===== config.mk =====
export PLATFORM = sky130hd
export DESIGN_NAME = chi_host_cfg
export DESIGN_NICKNAME = d
export VERILOG_FILES = /design/src/design/chi_clkgen.v /design/src/design/chi_timeout.v /design/src/design/chi_host_cfg.v
export VERILOG_INCLUDE_DIRS = /design/src /design/src/shared
export SDC_FILE = /design/constraint.sdc
export NUM_CORES = 1
export LEC_CHECK = 0
export ABC_AREA = 1
export BUFFER_PORTS_ARGS = -buffer_cell sky130_fd_sc_hd__buf_2
export CORE_MARGIN = 1.5
export CORE_UTILIZATION = 40
export DETAILED_ROUTE_END_ITERATION = 8
export MAX_ROUTING_LAYER = met4
export PLACE_DENSITY = 0.6
export RECOVER_POWER = 100
export SYNTH_ARGS = -nofsm -noshare
export SYNTH_HDL_FRONTEND = slang
export SYNTH_SLANG_ARGS = --single-unit

===== constraint.sdc =====
create_clock -name core_clk -period 4.2 [get_ports core_clk]
set_input_delay 1.05 -clock core_clk [delete_from_list [all_inputs] [get_ports core_clk]]
set_output_delay 1.05 -clock core_clk [all_outputs]
set_load 0.01 [all_outputs]

===== src/shared/chi_defs.vh =====
`ifndef CHI_DEFS_VH
`define CHI_DEFS_VH
// ----------------------------------------
// Register byte offsets
// ----------------------------------------
`define CHI_OFS_CTRL 8'h00
`define CHI_OFS_MODE 8'h04
`define CHI_OFS_DTO 8'h08
`define CHI_OFS_SLOT 8'h0C
`define CHI_OFS_ARG 8'h10
`define CHI_OFS_CMD 8'h14
`define CHI_OFS_RSP0 8'h20
`define CHI_OFS_RSP3 8'h2C
`define CHI_OFS_RDATA 8'h30
`define CHI_OFS_STAT 8'h40
`define CHI_OFS_BLKDONE 8'h50
// ----------------------------------------
// Field positions
// ----------------------------------------
`define CHI_MR_PADV 14
`define CHI_MR_DMAM 15
`define CHI_MR_MASK 32'h3FFCC7FF
`define CHI_DTO_MASK 32'h0000007F
`define CHI_SD_MASK 32'h00000081
`define CHI_CR_EN 0
`define CHI_CR_DIS 1
`define CHI_CR_PSEN 2
`define CHI_CR_PSDIS 3
`define CHI_ST_COMMAND_READY 0
`define CHI_ST_RTOE 20
`define CHI_ST_DTOE 22
`define CHI_ST_OVERRUN_FLAG 30
`define CHI_ST_UNDERRUN_FLAG 31
// ----------------------------------------
// Codes and timing
// ----------------------------------------
`define CHI_SP_NONE 3'h0
`define CHI_SP_INIT 3'h1
`define CHI_SP_SYNC 3'h2
`define CHI_SP_INTCMD 3'h4
`define CHI_SP_INTRSP 3'h5
`define CHI_INIT_CLKS 7'h4A
`define CHI_LAT_SHORT 7'h05
`define CHI_LAT_LONG 7'h40
`define CHI_RSP_NONE 2'h0
`define CHI_RSP_48 2'h1
`define CHI_RSP_136 2'h2
`endif


===== src/design/chi_clkgen.v =====
`include "chi_defs.vh"
// Card clock enable: core / (2*(div+1)), then / 2^psdiv in power save
module chi_clkgen (
  input wire core_clk,
  input wire resetn,
  input wire [7:0] clk_div,
  input wire [2:0] ps_div,
  input wire ps_on,
  output reg card_clock,
  output reg tick
);
  reg [7:0] cnt;
  reg [6:0] ps_cnt;
  wire [6:0] ps_lim;
  wire half;
  assign ps_lim = ps_on ? ((7'h01 << ps_div) - 7'h01) : 7'h00;
  assign half = (cnt == clk_div);
  // ----------------------------------------
  // Divider chain
  // ----------------------------------------
  always @(posedge core_clk or negedge resetn) begin
    if (!resetn) begin
      cnt <= 8'h00;
      ps_cnt <= 7'h00;
      card_clock <= 1'b0;
      tick <= 1'b0;
    end else begin
      tick <= 1'b0;
      if (half) begin
        cnt <= 8'h00;
        if (ps_cnt >= ps_lim) begin
          ps_cnt <= 7'h00;
          card_clock <= ~card_clock;
          tick <= card_clock; // Falling edge, one pulse per period
        end else begin
          ps_cnt <= ps_cnt + 7'h01;
        end
      end else begin
        cnt <= cnt + 8'h01;
      end
    end
  end
endmodule


===== src/design/chi_timeout.v =====
`include "chi_defs.vh"
// Data timeout: cycles x multiplier master clocks between blocks
module chi_timeout (
  input wire core_clk,
  input wire resetn,
  input wire run,
  input wire restart,
  input wire [3:0] cyc,
  input wire [2:0] mul,
  output reg expired
);
  reg [24:0] cnt;
  wire [24:0] limit;
  // Multiplier decode
  function [20:0] mul_of;
    input [2:0] code;
    begin
      case (code)
        3'h0: mul_of = 21'h000001;
        3'h1: mul_of = 21'h000010;
        3'h2: mul_of = 21'h000080;
        3'h3: mul_of = 21'h000100;
        3'h4: mul_of = 21'h000400;
        3'h5: mul_of = 21'h001000;
        3'h6: mul_of = 21'h010000;
        default: mul_of = 21'h100000;
      endcase
    end
  endfunction
  assign limit = {4'h0, mul_of(mul)} * {21'h000000, cyc};
  // ----------------------------------------
  // Counter
  // ----------------------------------------
  always @(posedge core_clk or negedge resetn) begin
    if (!resetn) begin
      cnt <= 25'h0000000;
      expired <= 1'b0;
    end else if (restart || !run) begin
      cnt <= 25'h0000000;
      expired <= 1'b0;
    end else if (cnt >= limit) begin
      expired <= 1'b1;
    end else begin
      cnt <= cnt + 25'h0000001;
    end
  end
endmodule


===== src/design/chi_host_cfg.v =====
// The Avalon-MM interface to the registers and the placing of the registers are this design's own decisions.
`include "chi_defs.vh"
// Notes on behaviour
// - Card clock is master over 2*(div+1)
// - Power save divides further by 2^psdiv
// - Write padding byte 0x00 or 0xFF
// - DMA mode disables underrun and overrun flags
// - Block length sized; bits 16,17 forced zero
// - Data timeout after cycles times multiplier
// - Multiplier codes map 1 to 1048576
// - Slot A/B and 1/4-bit bus select
// - Command writes ignored while busy or interrupted
// - Init command emits 74 card clocks first
// - Synchronized command waits for block end
// - Interrupt command and response codes supported
// - Command line open-drain or push-pull
// - Response timeout after 5 or 64 cycles
// - Commands other than init and synchronized start right after register write
// - Response captured into four readable words
// - Command ready set when sent, or when the response ends or times out, cleared on write
module chi_host_cfg (
  input wire core_clk,
  input wire resetn,
  input wire [7:0] avs_address,
  input wire avs_read,
  input wire avs_write,
  input wire [31:0] avs_writedata,
  input wire [3:0] avs_byteenable,
  output reg [31:0] avs_readdata,
  output wire avs_waitrequest,
  output wire card_clock,
  output wire slot_b_select,
  output wire wide_bus,
  output reg cmd_out,
  output reg cmd_oe,
  input wire cmd_in,
  input wire [7:0] rx_byte,
  input wire rx_byte_valid,
  input wire block_end,
  input wire data_underrun,
  input wire data_overrun,
  output wire [15:0] block_length,
  output wire [7:0] pad_byte,
  output wire dma_oriented_mode,
  output wire [1:0] transfer_action,
  output wire transfer_direction,
  output wire [1:0] transfer_kind,
  output reg transfer_start
);
  // ----------------------------------------
  // Registers
  // ----------------------------------------
  reg [31:0] card_mode_config;
  reg [31:0] data_timeout_config;
  reg [31:0] card_slot_bus_config;
  reg [31:0] command_argument;
  reg [31:0] command_issue;
  reg [31:0] receive_data_word;
  reg [127:0] card_response;
  reg [1:0] rsp_ptr;
  reg enabled;
  reg ps_mode;
  reg command_ready;
  reg int_lock;
  reg rtoe;
  reg dtoe;
  reg overrun_flag;
  reg underrun_flag;
  reg blk_seen;
  reg ack;
  reg cmd_in_s1;
  reg cmd_in_s2;
  reg [2:0] state;
  reg [7:0] bitcnt;
  reg [47:0] shreg;
  reg [6:0] waitcnt;
  wire tick;
  wire dto_hit;
  wire sel_cmd;
  wire cmd_accept;
  wire [2:0] special_command_kind;
  wire [1:0] response_kind;
  wire [31:0] wmask;
  wire [31:0] status_word;
  localparam ST_IDLE = 3'h0;
  localparam ST_INIT = 3'h1;
  localparam ST_SYNC = 3'h2;
  localparam ST_SEND = 3'h3;
  localparam ST_WAIT = 3'h4;
  localparam ST_RECV = 3'h5;
  // Byte-enable write mask
  function [31:0] be_mask;
    input [3:0] be;
    begin
      be_mask = {{8{be[3]}}, {8{be[2]}}, {8{be[1]}}, {8{be[0]}}};
    end
  endfunction
  // Merge a masked write into an old value
  function [31:0] merge;
    input [31:0] old;
    input [31:0] nw;
    input [31:0] m;
    begin
      merge = (old & ~m) | (nw & m);
    end
  endfunction
  // Response bit length by kind
  function [7:0] rsp_bits;
    input [1:0] k;
    begin
      case (k)
        `CHI_RSP_48: rsp_bits = 8'd48;
        `CHI_RSP_136: rsp_bits = 8'd136;
        default: rsp_bits = 8'd0;
      endcase
    end
  endfunction
  assign special_command_kind = command_issue[10:8];
  assign response_kind = command_issue[7:6];
  assign transfer_action = command_issue[17:16];
  assign transfer_direction = command_issue[18];
  assign transfer_kind = command_issue[20:19];
  assign block_length = {2'b00,
    card_mode_config[29:16]};
  assign pad_byte = card_mode_config[`CHI_MR_PADV] ? 8'hFF : 8'h00;
  assign dma_oriented_mode = card_mode_config[`CHI_MR_DMAM];
  assign slot_b_select = card_slot_bus_config[0];
  assign wide_bus = card_slot_bus_config[7];
  // Single-cycle wait on reads so data comes from a flop
  assign avs_waitrequest = avs_read & ~ack;
  assign wmask = be_mask(avs_byteenable);
  assign sel_cmd = avs_write && (avs_address == `CHI_OFS_CMD);
  assign cmd_accept = sel_cmd && command_ready && !int_lock;
  assign status_word = {underrun_flag, overrun_flag, 7'h00, dtoe, 1'b0, rtoe, 16'h0000,
    blk_seen, 2'b00, command_ready};

  chi_clkgen u_clk (
    .core_clk(core_clk),
    .resetn(resetn),
    .clk_div(card_mode_config[7:0]),
    .ps_div(card_mode_config[10:8]),
    .ps_on(ps_mode),
    .card_clock(card_clock),
    .tick(tick)
  );

  chi_timeout u_dto (
    .core_clk(core_clk),
    .resetn(resetn),
    .run(transfer_action == 2'h1 && enabled),
    .restart(block_end | transfer_start),
    .cyc(data_timeout_config[3:0]),
    .mul(data_timeout_config[6:4]),
    .expired(dto_hit)
  );

  // ----------------------------------------
  // Response line synchroniser
  // ----------------------------------------
  always @(posedge core_clk or negedge resetn) begin
    if (!resetn) begin
      cmd_in_s1 <= 1'b1;
      cmd_in_s2 <= 1'b1;
    end else begin
      cmd_in_s1 <= cmd_in;
      cmd_in_s2 <= cmd_in_s1;
    end
  end

  // Register writes and read data
  always @(posedge core_clk or negedge resetn) begin
    if (!resetn) begin
      card_mode_config <= 32'h00000000;
      data_timeout_config <= 32'h00000000;
      card_slot_bus_config <= 32'h00000000;
      command_argument <= 32'h00000000;
      enabled <= 1'b0;
      ps_mode <= 1'b0;
      avs_readdata <= 32'h00000000;
      ack <= 1'b0;
      rsp_ptr <= 2'h0;
      blk_seen <= 1'b0;
      receive_data_word <= 32'h00000000;
    end else begin
      ack <= avs_read & ~ack;
      if (rx_byte_valid)
        receive_data_word <= {receive_data_word[23:0], rx_byte};
      if (block_end)
        blk_seen <= 1'b1;
      if (avs_write) begin
        case (avs_address)
          `CHI_OFS_CTRL: begin
            if (avs_writedata[`CHI_CR_DIS])
              enabled <= 1'b0;
            else if (avs_writedata[`CHI_CR_EN])
              enabled <= 1'b1;
            if (avs_writedata[`CHI_CR_PSDIS])
              ps_mode <= 1'b0;
            else if (avs_writedata[`CHI_CR_PSEN])
              ps_mode <= 1'b1;
          end
          `CHI_OFS_MODE: card_mode_config <= merge(card_mode_config,
            avs_writedata, wmask & `CHI_MR_MASK);
          `CHI_OFS_DTO: data_timeout_config <= merge(data_timeout_config,
            avs_writedata, wmask & `CHI_DTO_MASK);
          `CHI_OFS_SLOT: card_slot_bus_config <= merge(card_slot_bus_config,
            avs_writedata, wmask & `CHI_SD_MASK);
          `CHI_OFS_ARG: command_argument <= merge(command_argument,
            avs_writedata, wmask);
          default: ;
        endcase
      end
      if (cmd_accept)
        rsp_ptr <= 2'h0;
      if (avs_read && !ack) begin
        case (avs_address)
          `CHI_OFS_MODE: avs_readdata <= card_mode_config;
          `CHI_OFS_DTO: avs_readdata <= data_timeout_config;
          `CHI_OFS_SLOT: avs_readdata <= card_slot_bus_config;
          `CHI_OFS_ARG: avs_readdata <= command_argument;
          `CHI_OFS_RDATA: avs_readdata <= receive_data_word;
          `CHI_OFS_STAT: begin
            avs_readdata <= status_word;
            if (!block_end)
              blk_seen <= 1'b0;
          end
          `CHI_OFS_BLKDONE: avs_readdata <= {31'h0, blk_seen};
          default: begin
            if (avs_address >= `CHI_OFS_RSP0 &&
                avs_address <= `CHI_OFS_RSP3) begin
              // Successive reads walk the response words
              case (rsp_ptr)
                2'h0: avs_readdata <= card_response[127:96];
                2'h1: avs_readdata <= card_response[95:64];
                2'h2: avs_readdata <= card_response[63:32];
                default: avs_readdata <= card_response[31:0];
              endcase
              rsp_ptr <= rsp_ptr + 2'h1;
            end else begin
              avs_readdata <= 32'h00000000;
            end
          end
        endcase
      end
    end
  end

  // ----------------------------------------
  // Error flags, hardware set wins over clear
  // ----------------------------------------
  always @(posedge core_clk or negedge resetn) begin
    if (!resetn) begin
      dtoe <= 1'b0;
      overrun_flag <= 1'b0;
      underrun_flag <= 1'b0;
    end else begin
      if (cmd_accept)
        dtoe <= 1'b0;
      if (dto_hit)
        dtoe <= 1'b1;
      if (transfer_start) begin
        overrun_flag <= 1'b0;
        underrun_flag <= 1'b0;
      end
      if (data_overrun && !dma_oriented_mode)
        overrun_flag <= 1'b1;
      if (data_underrun && !dma_oriented_mode)
        underrun_flag <= 1'b1;
    end
  end

  // ----------------------------------------
  // Command sequencer
  // ----------------------------------------
  always @(posedge core_clk or negedge resetn) begin
    if (!resetn) begin
      command_issue <= 32'h00000000;
      command_ready <= 1'b1;
      int_lock <= 1'b0;
      rtoe <= 1'b0;
      state <= ST_IDLE;
      bitcnt <= 8'h00;
      shreg <= 48'h000000000000;
      waitcnt <= 7'h00;
      card_response <= 128'h0;
      cmd_out <= 1'b1;
      cmd_oe <= 1'b0;
      transfer_start <= 1'b0;
    end else begin
      transfer_start <= 1'b0;
      if (cmd_accept) begin
        command_issue <= avs_writedata & 32'h001F1FFF;
        command_ready <= 1'b0;
        rtoe <= 1'b0;
        shreg <= {2'b01, avs_writedata[5:0], command_argument,
          8'h01};
        bitcnt <= 8'd48;
        case (avs_writedata[10:8])
          `CHI_SP_INIT: begin
            state <= ST_INIT;
            bitcnt <= {1'b0, `CHI_INIT_CLKS};
          end
          `CHI_SP_SYNC: state <= ST_SYNC;
          `CHI_SP_INTCMD, `CHI_SP_INTRSP: begin
            state <= ST_SEND;
            int_lock <= 1'b1;
          end
          default: state <= ST_SEND;
        endcase
      end else begin
        case (state)
          ST_IDLE: cmd_oe <= 1'b0;
          ST_INIT: if (tick) begin
            cmd_oe <= 1'b0;
            if (bitcnt == 8'd1) begin
              state <= ST_SEND;
              bitcnt <= 8'd48;
            end else begin
              bitcnt <= bitcnt - 8'd1;
            end
          end
          ST_SYNC: if (block_end) state <= ST_SEND;
          ST_SEND: if (tick) begin
            cmd_out <= shreg[47];
            // Open drain only pulls low
            cmd_oe <= special_command_kind == `CHI_SP_INTRSP ? 1'b0 :
              (command_issue[11] ? ~shreg[47] : 1'b1);
            shreg <= {shreg[46:0], 1'b1};
            if (bitcnt == 8'd1) begin
              waitcnt <= 7'h00;
              if (transfer_action == 2'h1)
                transfer_start <= 1'b1;
              if (response_kind == `CHI_RSP_NONE ||
                  response_kind == 2'h3) begin
                state <= ST_IDLE;
                command_ready <= 1'b1;
              end else begin
                state <= ST_WAIT;
              end
            end
            bitcnt <= bitcnt - 8'd1;
          end
          ST_WAIT: if (tick) begin
            cmd_oe <= 1'b0;
            if (!cmd_in_s2) begin
              state <= ST_RECV;
              bitcnt <= rsp_bits(response_kind) - 8'd1;
              card_response <= 128'h0;
            end else if (waitcnt == (command_issue[12] ?
                `CHI_LAT_LONG : `CHI_LAT_SHORT)) begin
              rtoe <= 1'b1;
              state <= ST_IDLE;
              command_ready <= 1'b1;
            end else begin
              waitcnt <= waitcnt + 7'h01;
            end
          end
          ST_RECV: if (tick) begin
            card_response <= {card_response[126:0], cmd_in_s2};
            if (bitcnt == 8'd1) begin
              state <= ST_IDLE;
              command_ready <= 1'b1;
            end
            bitcnt <= bitcnt - 8'd1;
          end
          default: state <= ST_IDLE;
        endcase
      end
    end
  end
endmodule


# Word level (Yosys, flattened, before mapping)
# Cells that the tools add are included.
dict set report word_totals {
  register_bits 464
  out_inout_bits 69
  word_cells 277
}
dict set report classes {
  multipliers 1
  n_shift 1
  n_eq_ne 57
  reduce_logical 56
  addsub 8
  mux 94
  bitwise 22
  n_lt_le_gt_ge 4
}
# op count
set op_table {}
lappend op_table {{two-way mux 128 bit} 3}
lappend op_table {{one-hot mux 128 bit (2 select lines)} 1}
lappend op_table {{one-hot mux 32 bit (7 select lines)} 1}
lappend op_table {{bitwise AND 32 bit} 5}
lappend op_table {{one-hot mux 21 bit (7 select lines)} 1}
lappend op_table {{two-way mux 48 bit} 3}
lappend op_table {{OR 32 bit} 4}
lappend op_table {{two-way mux 8 bit} 12}
lappend op_table {{one-hot mux 32 bit (3 select lines)} 1}
lappend op_table {{two-way mux 7 bit} 9}
lappend op_table {{two-way mux 25 bit} 2}
lappend op_table {{two-way mux 1 bit} 37}
lappend op_table {{two-way mux 3 bit} 12}
lappend op_table {{bitwise AND 32 x 30 -> 32 bit} 1}
lappend op_table {{bitwise AND 32 x 7 -> 32 bit} 1}
lappend op_table {{bitwise AND 32 x 8 -> 32 bit} 1}
lappend op_table {{two-way mux 32 bit} 1}
lappend op_table {{inverter 30 -> 32 bit} 1}
lappend op_table {{inverter 32 bit} 1}
lappend op_table {{inverter 7 -> 32 bit} 1}
lappend op_table {{inverter 8 -> 32 bit} 1}
lappend op_table {{nonzero test 2 bit} 13}
lappend op_table {{adder 25 x 1 -> 25 bit (second input constant)} 1}
lappend op_table {{greater-or-equal comparator 25 bit} 1}
lappend op_table {{56 further kinds} 129}

# Longest topological paths before layout
# Gate-level depths: netlist of run 1.
dict set report logic_depth {
  ltp_word 11
  ltp_mapped 30
  mapped_depth_nobuf 28
}

# Hierarchy
# From an unflattened synthesis of run 1, not the netlist that was laid out.
dict set report hier_totals {
  hier_cells 2751
  hier_area_um2 20976.4
}
# mod area_each_um2 cells_each seq_area_each_um2 n_inst
set by_module_without_submodules {}
lappend by_module_without_submodules {chi_host_cfg 16377.0 2044 8838.5 1}
lappend by_module_without_submodules {chi_timeout 3328.2 508 650.6 1}
lappend by_module_without_submodules {chi_clkgen 1271.2 199 425.4 1}

# Worst setup path after synthesis of run 1
# Ideal clock, no wire load.
dict set report synth_timing {
  kind {reg2reg}
  start {register with a tool-made name}
  end {register u_dto.cnt[10]}
  arrival_ps 3851
  slack_ps 283
  setup_ps 67
  stages_incl_launch_ff 26
  path_buffers 2
  path_cell_list {dfrtp_1 > clkbuf_1 > inv_1 > nand3_1 > nor2_1 > ha_1 > inv_1 > fa_1 > or2_2 > o21ai_0 > nand2_1 > nand2_1 > nand2_1 > nand2_1 > nand2_1 > ha_1 > nand2_1 > nor2_1 > nand2_1 > nor2_1 > nand2_1 > nand2_1 > nor2_2 > clkbuf_1 > nand4_1 > nand2_1}
}
# item line
set synth_lines {}
lappend synth_lines {{to (signal assigned)} chi_timeout.v:44} ;# cnt <= cnt + 25'h0000001;
lappend synth_lines {{to (decl)} chi_timeout.v:12} ;# reg [24:0] cnt;

# Final worst setup path of run 1
dict set report layout_timing {
  start {input port avs_address[5]}
  end {register shreg[39]}
}
dict set report layout_between {
  elab_chain_len 6
  word_cells_on_any_way 8
  cone_classes {1 x eq/ne; 1 x mux; 6 x reduce/logical}
}
# item line
set layout_rtl {}
lappend layout_rtl {{from (decl)} chi_host_cfg.v:24} ;# input wire [7:0] avs_address,
lappend layout_rtl {{equality test 8 x 5 -> 1 bit (no source line) *} -}
lappend layout_rtl {{logical AND 1 bit *} chi_host_cfg.v:132} ;# assign sel_cmd = avs_write && (avs_address == `CHI_OFS_CMD);
lappend layout_rtl {{logical AND 1 bit * (2 in a row)} chi_host_cfg.v:133} ;# assign cmd_accept = sel_cmd && command_ready && !int_lock;
lappend layout_rtl {{nonzero test 2 bit (no source line)} -}
lappend layout_rtl {{AND reduction 2 bit (no source line)} -}
lappend layout_rtl {{to (signal assigned)} chi_host_cfg.v:295} ;# shreg <= {2'b01, avs_writedata[5:0], command_argument,
lappend layout_rtl {{to (signal assigned)} chi_host_cfg.v:328} ;# shreg <= {shreg[46:0], 1'b1};
lappend layout_rtl {{to (decl)} chi_host_cfg.v:75} ;# reg [47:0] shreg;
# Mark *: on every way between the ends. The rest lies on a longest branch, timed or not.
# A chain may end at the register's enable or synchronous reset.

==> run summary, run 1 <==
status -> finished with violations
violations in the final reports -> max-capacitance violations, max-slew violations
dominant cell by count in the synthesized netlist -> nand2_1
unique cell type count in the Yosys netlist -> 51
number of nets in the finished design -> 2774
overall routing resource usage -> 23.20%
MaxCap Viol Count -> 6
largest net degree at the start of global routing -> 129
cell type contributing the most total cell area after synthesis -> dfrtp_1
Max rail drop VDD -> 0.3125 mV
Filler cells -> 5066
Core Region -> 51200 µm²
number of H-tree branching levels -> 2
mean instance size in the synthesized netlist -> 8.001 µm²
final instance area -> 23180 µm²
Post-Route Skew -> 0.02475 ns
Power Dens Cells -> 373.6 nW/µm²
DRT Pass-1 Iters -> 5
Iteration-0 DRC Markers -> 1571
die outline area -> 53060 µm²
post-detailed-placement cell area -> 21690 µm²
fraction of post-synthesis cell area in the top cell type by area -> 47.45%
power consumption -> 8.660 mW
gate count of the mapped netlist -> 2584
Synth Register Bits -> 396
crit-path max FO -> 41
Slew @ Worst Pin -> 2.380 ns
sequential cell area in the final layout -> 9917 µm²
count of yosys warnings during synthesis -> 0
Worst setup SP type -> primary input
die boundary height -> 230.3 µm
total net switching power -> 2.215 mW
layout overhead on the synthesized area -> 12.13%
fraction of final layout cells with drive strength greater than 1 -> 7.667%
cell-internal power -> 6.445 mW
class of the tightest hold or removal check -> reg -> reg
Crit Reg-Reg Endpoint -> u_dto.cnt[3]
clk root buf -> clkbuf_16
TritonCTS clock tree -> done
Final HPWL DP -> 43.13 mm
first-pass GRT wire length -> 94.86 mm
Clk Latency, worst-skew pair -> 0.59 ns
area occupied by multi-input gates -> 8672 µm²
crit path time final -> 3.973 ns
clock power share -> 46.2%
number of cells on the worst hold path -> 0
number of antenna violations at the first check in global routing -> 3
leakage power total -> 10.99 nW
Comb pwr share -> 8.0%
maximum frequency from static timing analysis -> 0.2517 GHz
synth cell count leaders -> nand2_1, dfrtp_1, inv_1, nor2_1, o21ai_0
final clock period utilization by the worst path -> 94.58%
number of clock sinks -> 396
GP Congestion -> 0.9176
most frequently used flop master after synthesis -> dfrtp_1
DRC errors left -> 0
data arrival time of the critical path -> 4.45 ns
share of total power in sequential cells -> 45.8%
average wire length per cell after detail routing -> 17.92 µm
cell types with the largest area share after synthesis -> dfrtp_1, nand2_1, inv_1, o21ai_0, o22ai_1
initial cell density of the core -> 40.38%
number of global-route vias before repair -> 17090
wire length after detailed routing -> 60.38 mm
beginning of the worst hold path -> cmd_in_s1
clock slew seen by the registers of the worst setup and hold paths -> 0.06 ns
post-DR vias/cell -> 5.322
register-to-register setup slack -> 0.23 ns
Critical Setup Path Class -> in -> reg
number of buffers on the longest clock path -> 3
number of cell instances on the worst register-to-register path -> 27
detailed-route via count -> 17940
kind of end point of the critical path -> flop
Slew HR -> -58.64%
number of nets with antenna violations after detailed routing -> 0
netlist area before placement -> 20670 µm²
number of flops mapped to enable cells by yosys -> 0
worst hold path endpoint -> cmd_in_s2
CTS Buf Count -> 45
IO Count -> 130
switching share of power -> 25.57%
Hold Fails Final Rpt -> 0
Async SR Flop Fraction -> 100.0%
required time of the critical path -> 4.68 ns
fraction of the yosys area taken by sequential cells -> 47.96%
endpoints failing setup -> 0
final count of pins violating max slew -> 240
row count -> 83
residual overflow from global routing -> 0
count of buffers inserted at the top-level ports -> 125
Die X -> 230.3 µm
worst max path at each step:
stage                   startpoint       endpoint  slack (ns)  cells past startpoint
finish              avs_address[5]      shreg[39]        0.23                     11
global route                  flop  u_dto.cnt[17]       -0.02                     26
CTS                           flop  u_dto.cnt[21]       0.008                     26
detailed placement            flop  u_dto.cnt[21]      -0.006                     27
global placement              flop  u_dto.cnt[17]        0.16                     25
floorplan                     flop  u_dto.cnt[10]        0.28                     25
power groups by stage:
stage / Clock [mW] / Sequential, mW / Combinational (mW)
after detailed placement: 0 / 4.04 / 0.696
after global routing: 4.23 / 3.98 / 0.770
after CTS: 4.07 / 3.97 / 0.699
after floorplan: 0 / 4.02 / 0.364
final: 4.00 / 3.97 / 0.689
after global placement: 0 / 4.03 / 0.692
critical path, stage by stage:
cell	delay, ns
buf_2	0.15
inv_2	0.09
nand2_1	0.06
nor2_2	0.18
nand2_2	0.06
nor2_1	1.20
inv_4	0.45
o21ai_4	0.57
buf_4	0.37
nor2_1	0.06
a31oi_1	0.17
routing by layer:
metal	vias up	GRT usage [%]	routed length, µm
met2	531	33.91	26860
met5	-	-	0
met1	8761	32.81	28100
met3	81	4.039	3936
met4	0	7.108	1493
li1	8563	-	-
logic make-up after synthesis:
kind of cell	synth area share [%]
simple gates	21.08
compound gates	14.71
buf+inv	10.52
flops	47.96
other cells	0.03633
mux	0.2481
xor+xnor	1.525
fa+ha+maj	3.922
cell type report:
| class | count | area share (%) |
|---|---|---|
| antenna | 3 | 0.03238 |
| clock buffer | 70 | 5.737 |
| clock inverter | 14 | 0.7664 |
| inverter | 363 | 5.888 |
| multi-input combinational | 1687 | 37.41 |
| sequential | 396 | 42.78 |
| tap | 680 | 3.670 |
| timing repair buffer | 157 | 3.719 |
cells in the final DEF, fill, tap and decap left out, types with 4 or more instances in the layout:
cell type  count
ha_4           4
nand3_1      101
buf_2         59
nor2_4         4
nand4_1       47
buf_12         5
inv_1        353
inv_2          6
clkbuf_1      83
nor2_1       209
dfrtp_1      390
o22ai_1      147
xor2_1        28
clkbuf_8      11
clkinv_2       6
nand2_1      643
ha_1          56
o21a_1         5
clkbuf_16     47
nor3_1        20
o21ai_1       12
nand3b_1       4
nor2_2         6
a31oi_1       40
nand2_2        7
o211ai_1      11
xnor2_1        8
mux2i_1        4
buf_4         17
o21ai_0      212
a32oi_1        8
o221ai_1      14
o21bai_1       4
conb_1         5
nand3_2        5
a21oi_1       59
through the flow:
step	hold slack (ns)	setup WS (ns)	cells	TNS, ns	util, %
2_1_floorplan	0.3452	0.2825	2587	0	-
3_3_place_gp	0.3542	0.1576	3277	0	42.36
3_5_place_dp	0.3616	-0.006085	3277	-0.007049	42.36
4_1_cts	0.3705	0.008002	3361	0	45.31
5_1_grt	0.3864	-0.01749	3370	-0.1439	45.28
6_report	0.3663	0.2274	3370	0	45.28
timing repair:
item | 4_1_cts | 5_1_grt
gates resized for setup | 1 | 27
endpoints found under the setup margin | 21 | 26
pin swaps | 0 | 8
setup buffers | 0 | 3
hold buffers | 0 | 0
cloned | 0 | 3
(Power assumes the default switching activity.)
==> inputs of run 2 (changes only) <==
--- a/config.mk
+++ b/config.mk
@@ -11,8 +11,8 @@
 export CORE_MARGIN = 1.5
 export CORE_UTILIZATION = 40
 export DETAILED_ROUTE_END_ITERATION = 8
-export MAX_ROUTING_LAYER = met4
-export PLACE_DENSITY = 0.6
+export GPL_TIMING_DRIVEN = 0
+export PLACE_DENSITY = 0.57
 export RECOVER_POWER = 100
 export SYNTH_ARGS = -nofsm -noshare
 export SYNTH_HDL_FRONTEND = slang
==> run summary, run 2 (same netlist as run 1, synthesis figures left out) <==
status -> finished with violations
violations in the final reports -> max-capacitance violations, max-slew violations
final count of pins violating max slew -> 88
non-filler instance count after layout -> 3489
class of the tightest hold or removal check -> reg -> reg
Power Dens Cells -> 359.2 nW/µm²
layout overhead on the synthesized area -> 15.37%
Clk Latency, worst-skew pair -> 0.59 ns
Hold Fails Final Rpt -> 0
total negative slack -> 0 ns
TritonCTS clock tree -> done
leakage power total -> 11.43 nW
Max rail drop VDD -> 0.2502 mV
final clock period utilization by the worst path -> 95.47%
kind of end point of the critical path -> flop
DRC errors left -> 0
wire length after detailed routing -> 65.42 mm
number of nets in the finished design -> 2904
most used cells in the layout excluding fill and tap cells -> nand2_1, dfrtp_1, inv_1, o21ai_0, nor2_1
initial cell density of the core -> 40.38%
data arrival time of the critical path -> 4.43 ns
IO Count -> 130
endpoints failing setup -> 0
GP Congestion -> 0.8763
crit-path max FO -> 10
clock slew seen by the registers of the worst setup and hold paths -> 0.06 ns
Final HPWL DP -> 49.24 mm
fraction of final layout cells with drive strength greater than 1 -> 10.57%
register-to-register setup slack -> 0.20 ns
number of clock sinks -> 396
residual overflow from global routing -> 0
CTS Buf Count -> 45
Die X -> 230.3 µm
Iteration-0 DRC Markers -> 1614
detailed-route via count -> 18410
count of buffers inserted at the top-level ports -> 124
Slew @ Worst Pin -> 2.249 ns
crit path time final -> 4.010 ns
number of nets with antenna violations after detailed routing -> 0
Critical path destination -> shreg[34]
Post-Route Skew -> 0.02204 ns
number of antenna violations at the first check in global routing -> 2
largest net degree at the start of global routing -> 115
beginning of the critical path -> avs_address[1]
Crit Reg-Reg Endpoint -> u_dto.cnt[20]
DRT Pass-1 Iters -> 5
die outline area -> 53060 µm²
overall routing resource usage -> 24.52%
post-DR vias/cell -> 5.276
Worst setup SP type -> primary input
maximum frequency from static timing analysis -> 0.2494 GHz
number of cell instances on the worst register-to-register path -> 28
Placed Instances -> 3394
first-pass GRT wire length -> 100.7 mm
number of global-route vias before repair -> 17530
number of H-tree branching levels -> 2
MaxCap Viol Count -> 1
final worst-path setup slack -> 0.1902 ns
antenna diode count -> 0
Core Region -> 51200 µm²
row count -> 83
clk root buf -> clkbuf_16
worst setup slack before clock tree synthesis -> -0.6237 ns
average wire length per cell after detail routing -> 18.75 µm
number of buffers on the longest clock path -> 3
Slew HR -> -49.93%
Critical Setup Path Class -> in -> reg
commonest non-fill, non-tap cell in the layout -> nand2_1
die boundary height -> 230.3 µm
required time of the critical path -> 4.62 ns
==> run 2: cell type report <==
cell class | count | area, µm²
Multi-Input combinational cell | 1687 | 8715
Timing Repair Buffer | 148 | 833.3
Clock inverter | 12 | 118.9
Tap cell | 680 | 850.8
Fill cell | 5101 | 27350
Sequential cell | 396 | 9918
Buffer | 139 | 764.5
Inverter | 363 | 1364
Clock buffer | 64 | 1287
==> run 2: critical path: stages <==
cell	delay [ns]
buf_2	0.10
nor2_1	0.50
nand3_2	0.15
nor2_1	0.72
clkinvlp_2	0.62
o21ai_0	0.33
clkbuf_2	0.34
clkbuf_1	0.44
a31oi_1	0.16
==> run 2: timing repair <==
action / CTS / global route
setup endpoints to repair: 26 / 26
pin swaps: 2 / 15
resized for setup: 17 / 45
gates cloned: 0 / 2
hold buffers: 0 / 0
buffers inserted: 8 / 11
==> run 2: per-layer routing <==
| metal | wire length (µm) | GRT usage (%) |
|---|---|---|
| met5 | 28 | 0 |
| met4 | 2012 | 8.313 |
| met3 | 4413 | 4.570 |
| met2 | 28850 | 37.56 |
| met1 | 30120 | 34.80 |
==> run 2: per-stage QoR <==
stage | area [µm²] | hold slack, ns | power (mW) | utilization, %
after floorplan | 20680 | 0.3452 | 4.382 | -
after global placement | 22160 | 0.3472 | 4.756 | 43.28
after detailed placement | 22250 | 0.3476 | 4.780 | 43.46
after CTS | 23750 | 0.3560 | 8.618 | 46.39
after global routing | 23850 | 0.3590 | 8.861 | 46.59
final | 23850 | 0.3550 | 8.567 | 46.59
==> run 2: worst min path at each step <==
stage | start | end | cells after the start
2_1_floorplan | cmd_in_s1 | cmd_in_s2 | 0
3_3_place_gp | cmd_in_s1 | cmd_in_s2 | 0
3_5_place_dp | cmd_in_s1 | cmd_in_s2 | 0
4_1_cts | cmd_in_s1 | cmd_in_s2 | 0
5_1_grt | cmd_in_s1 | cmd_in_s2 | 0
6_report | cmd_in_s1 | cmd_in_s2 | 0
==> run 2: report_power, final <==
part	total, mW	switching, mW	leakage, nW	internal (mW)
logic	0.771	0.566	5.46	0.205
clock network	3.82	1.63	0.683	2.19
registers	3.97	0.0743	5.29	3.90
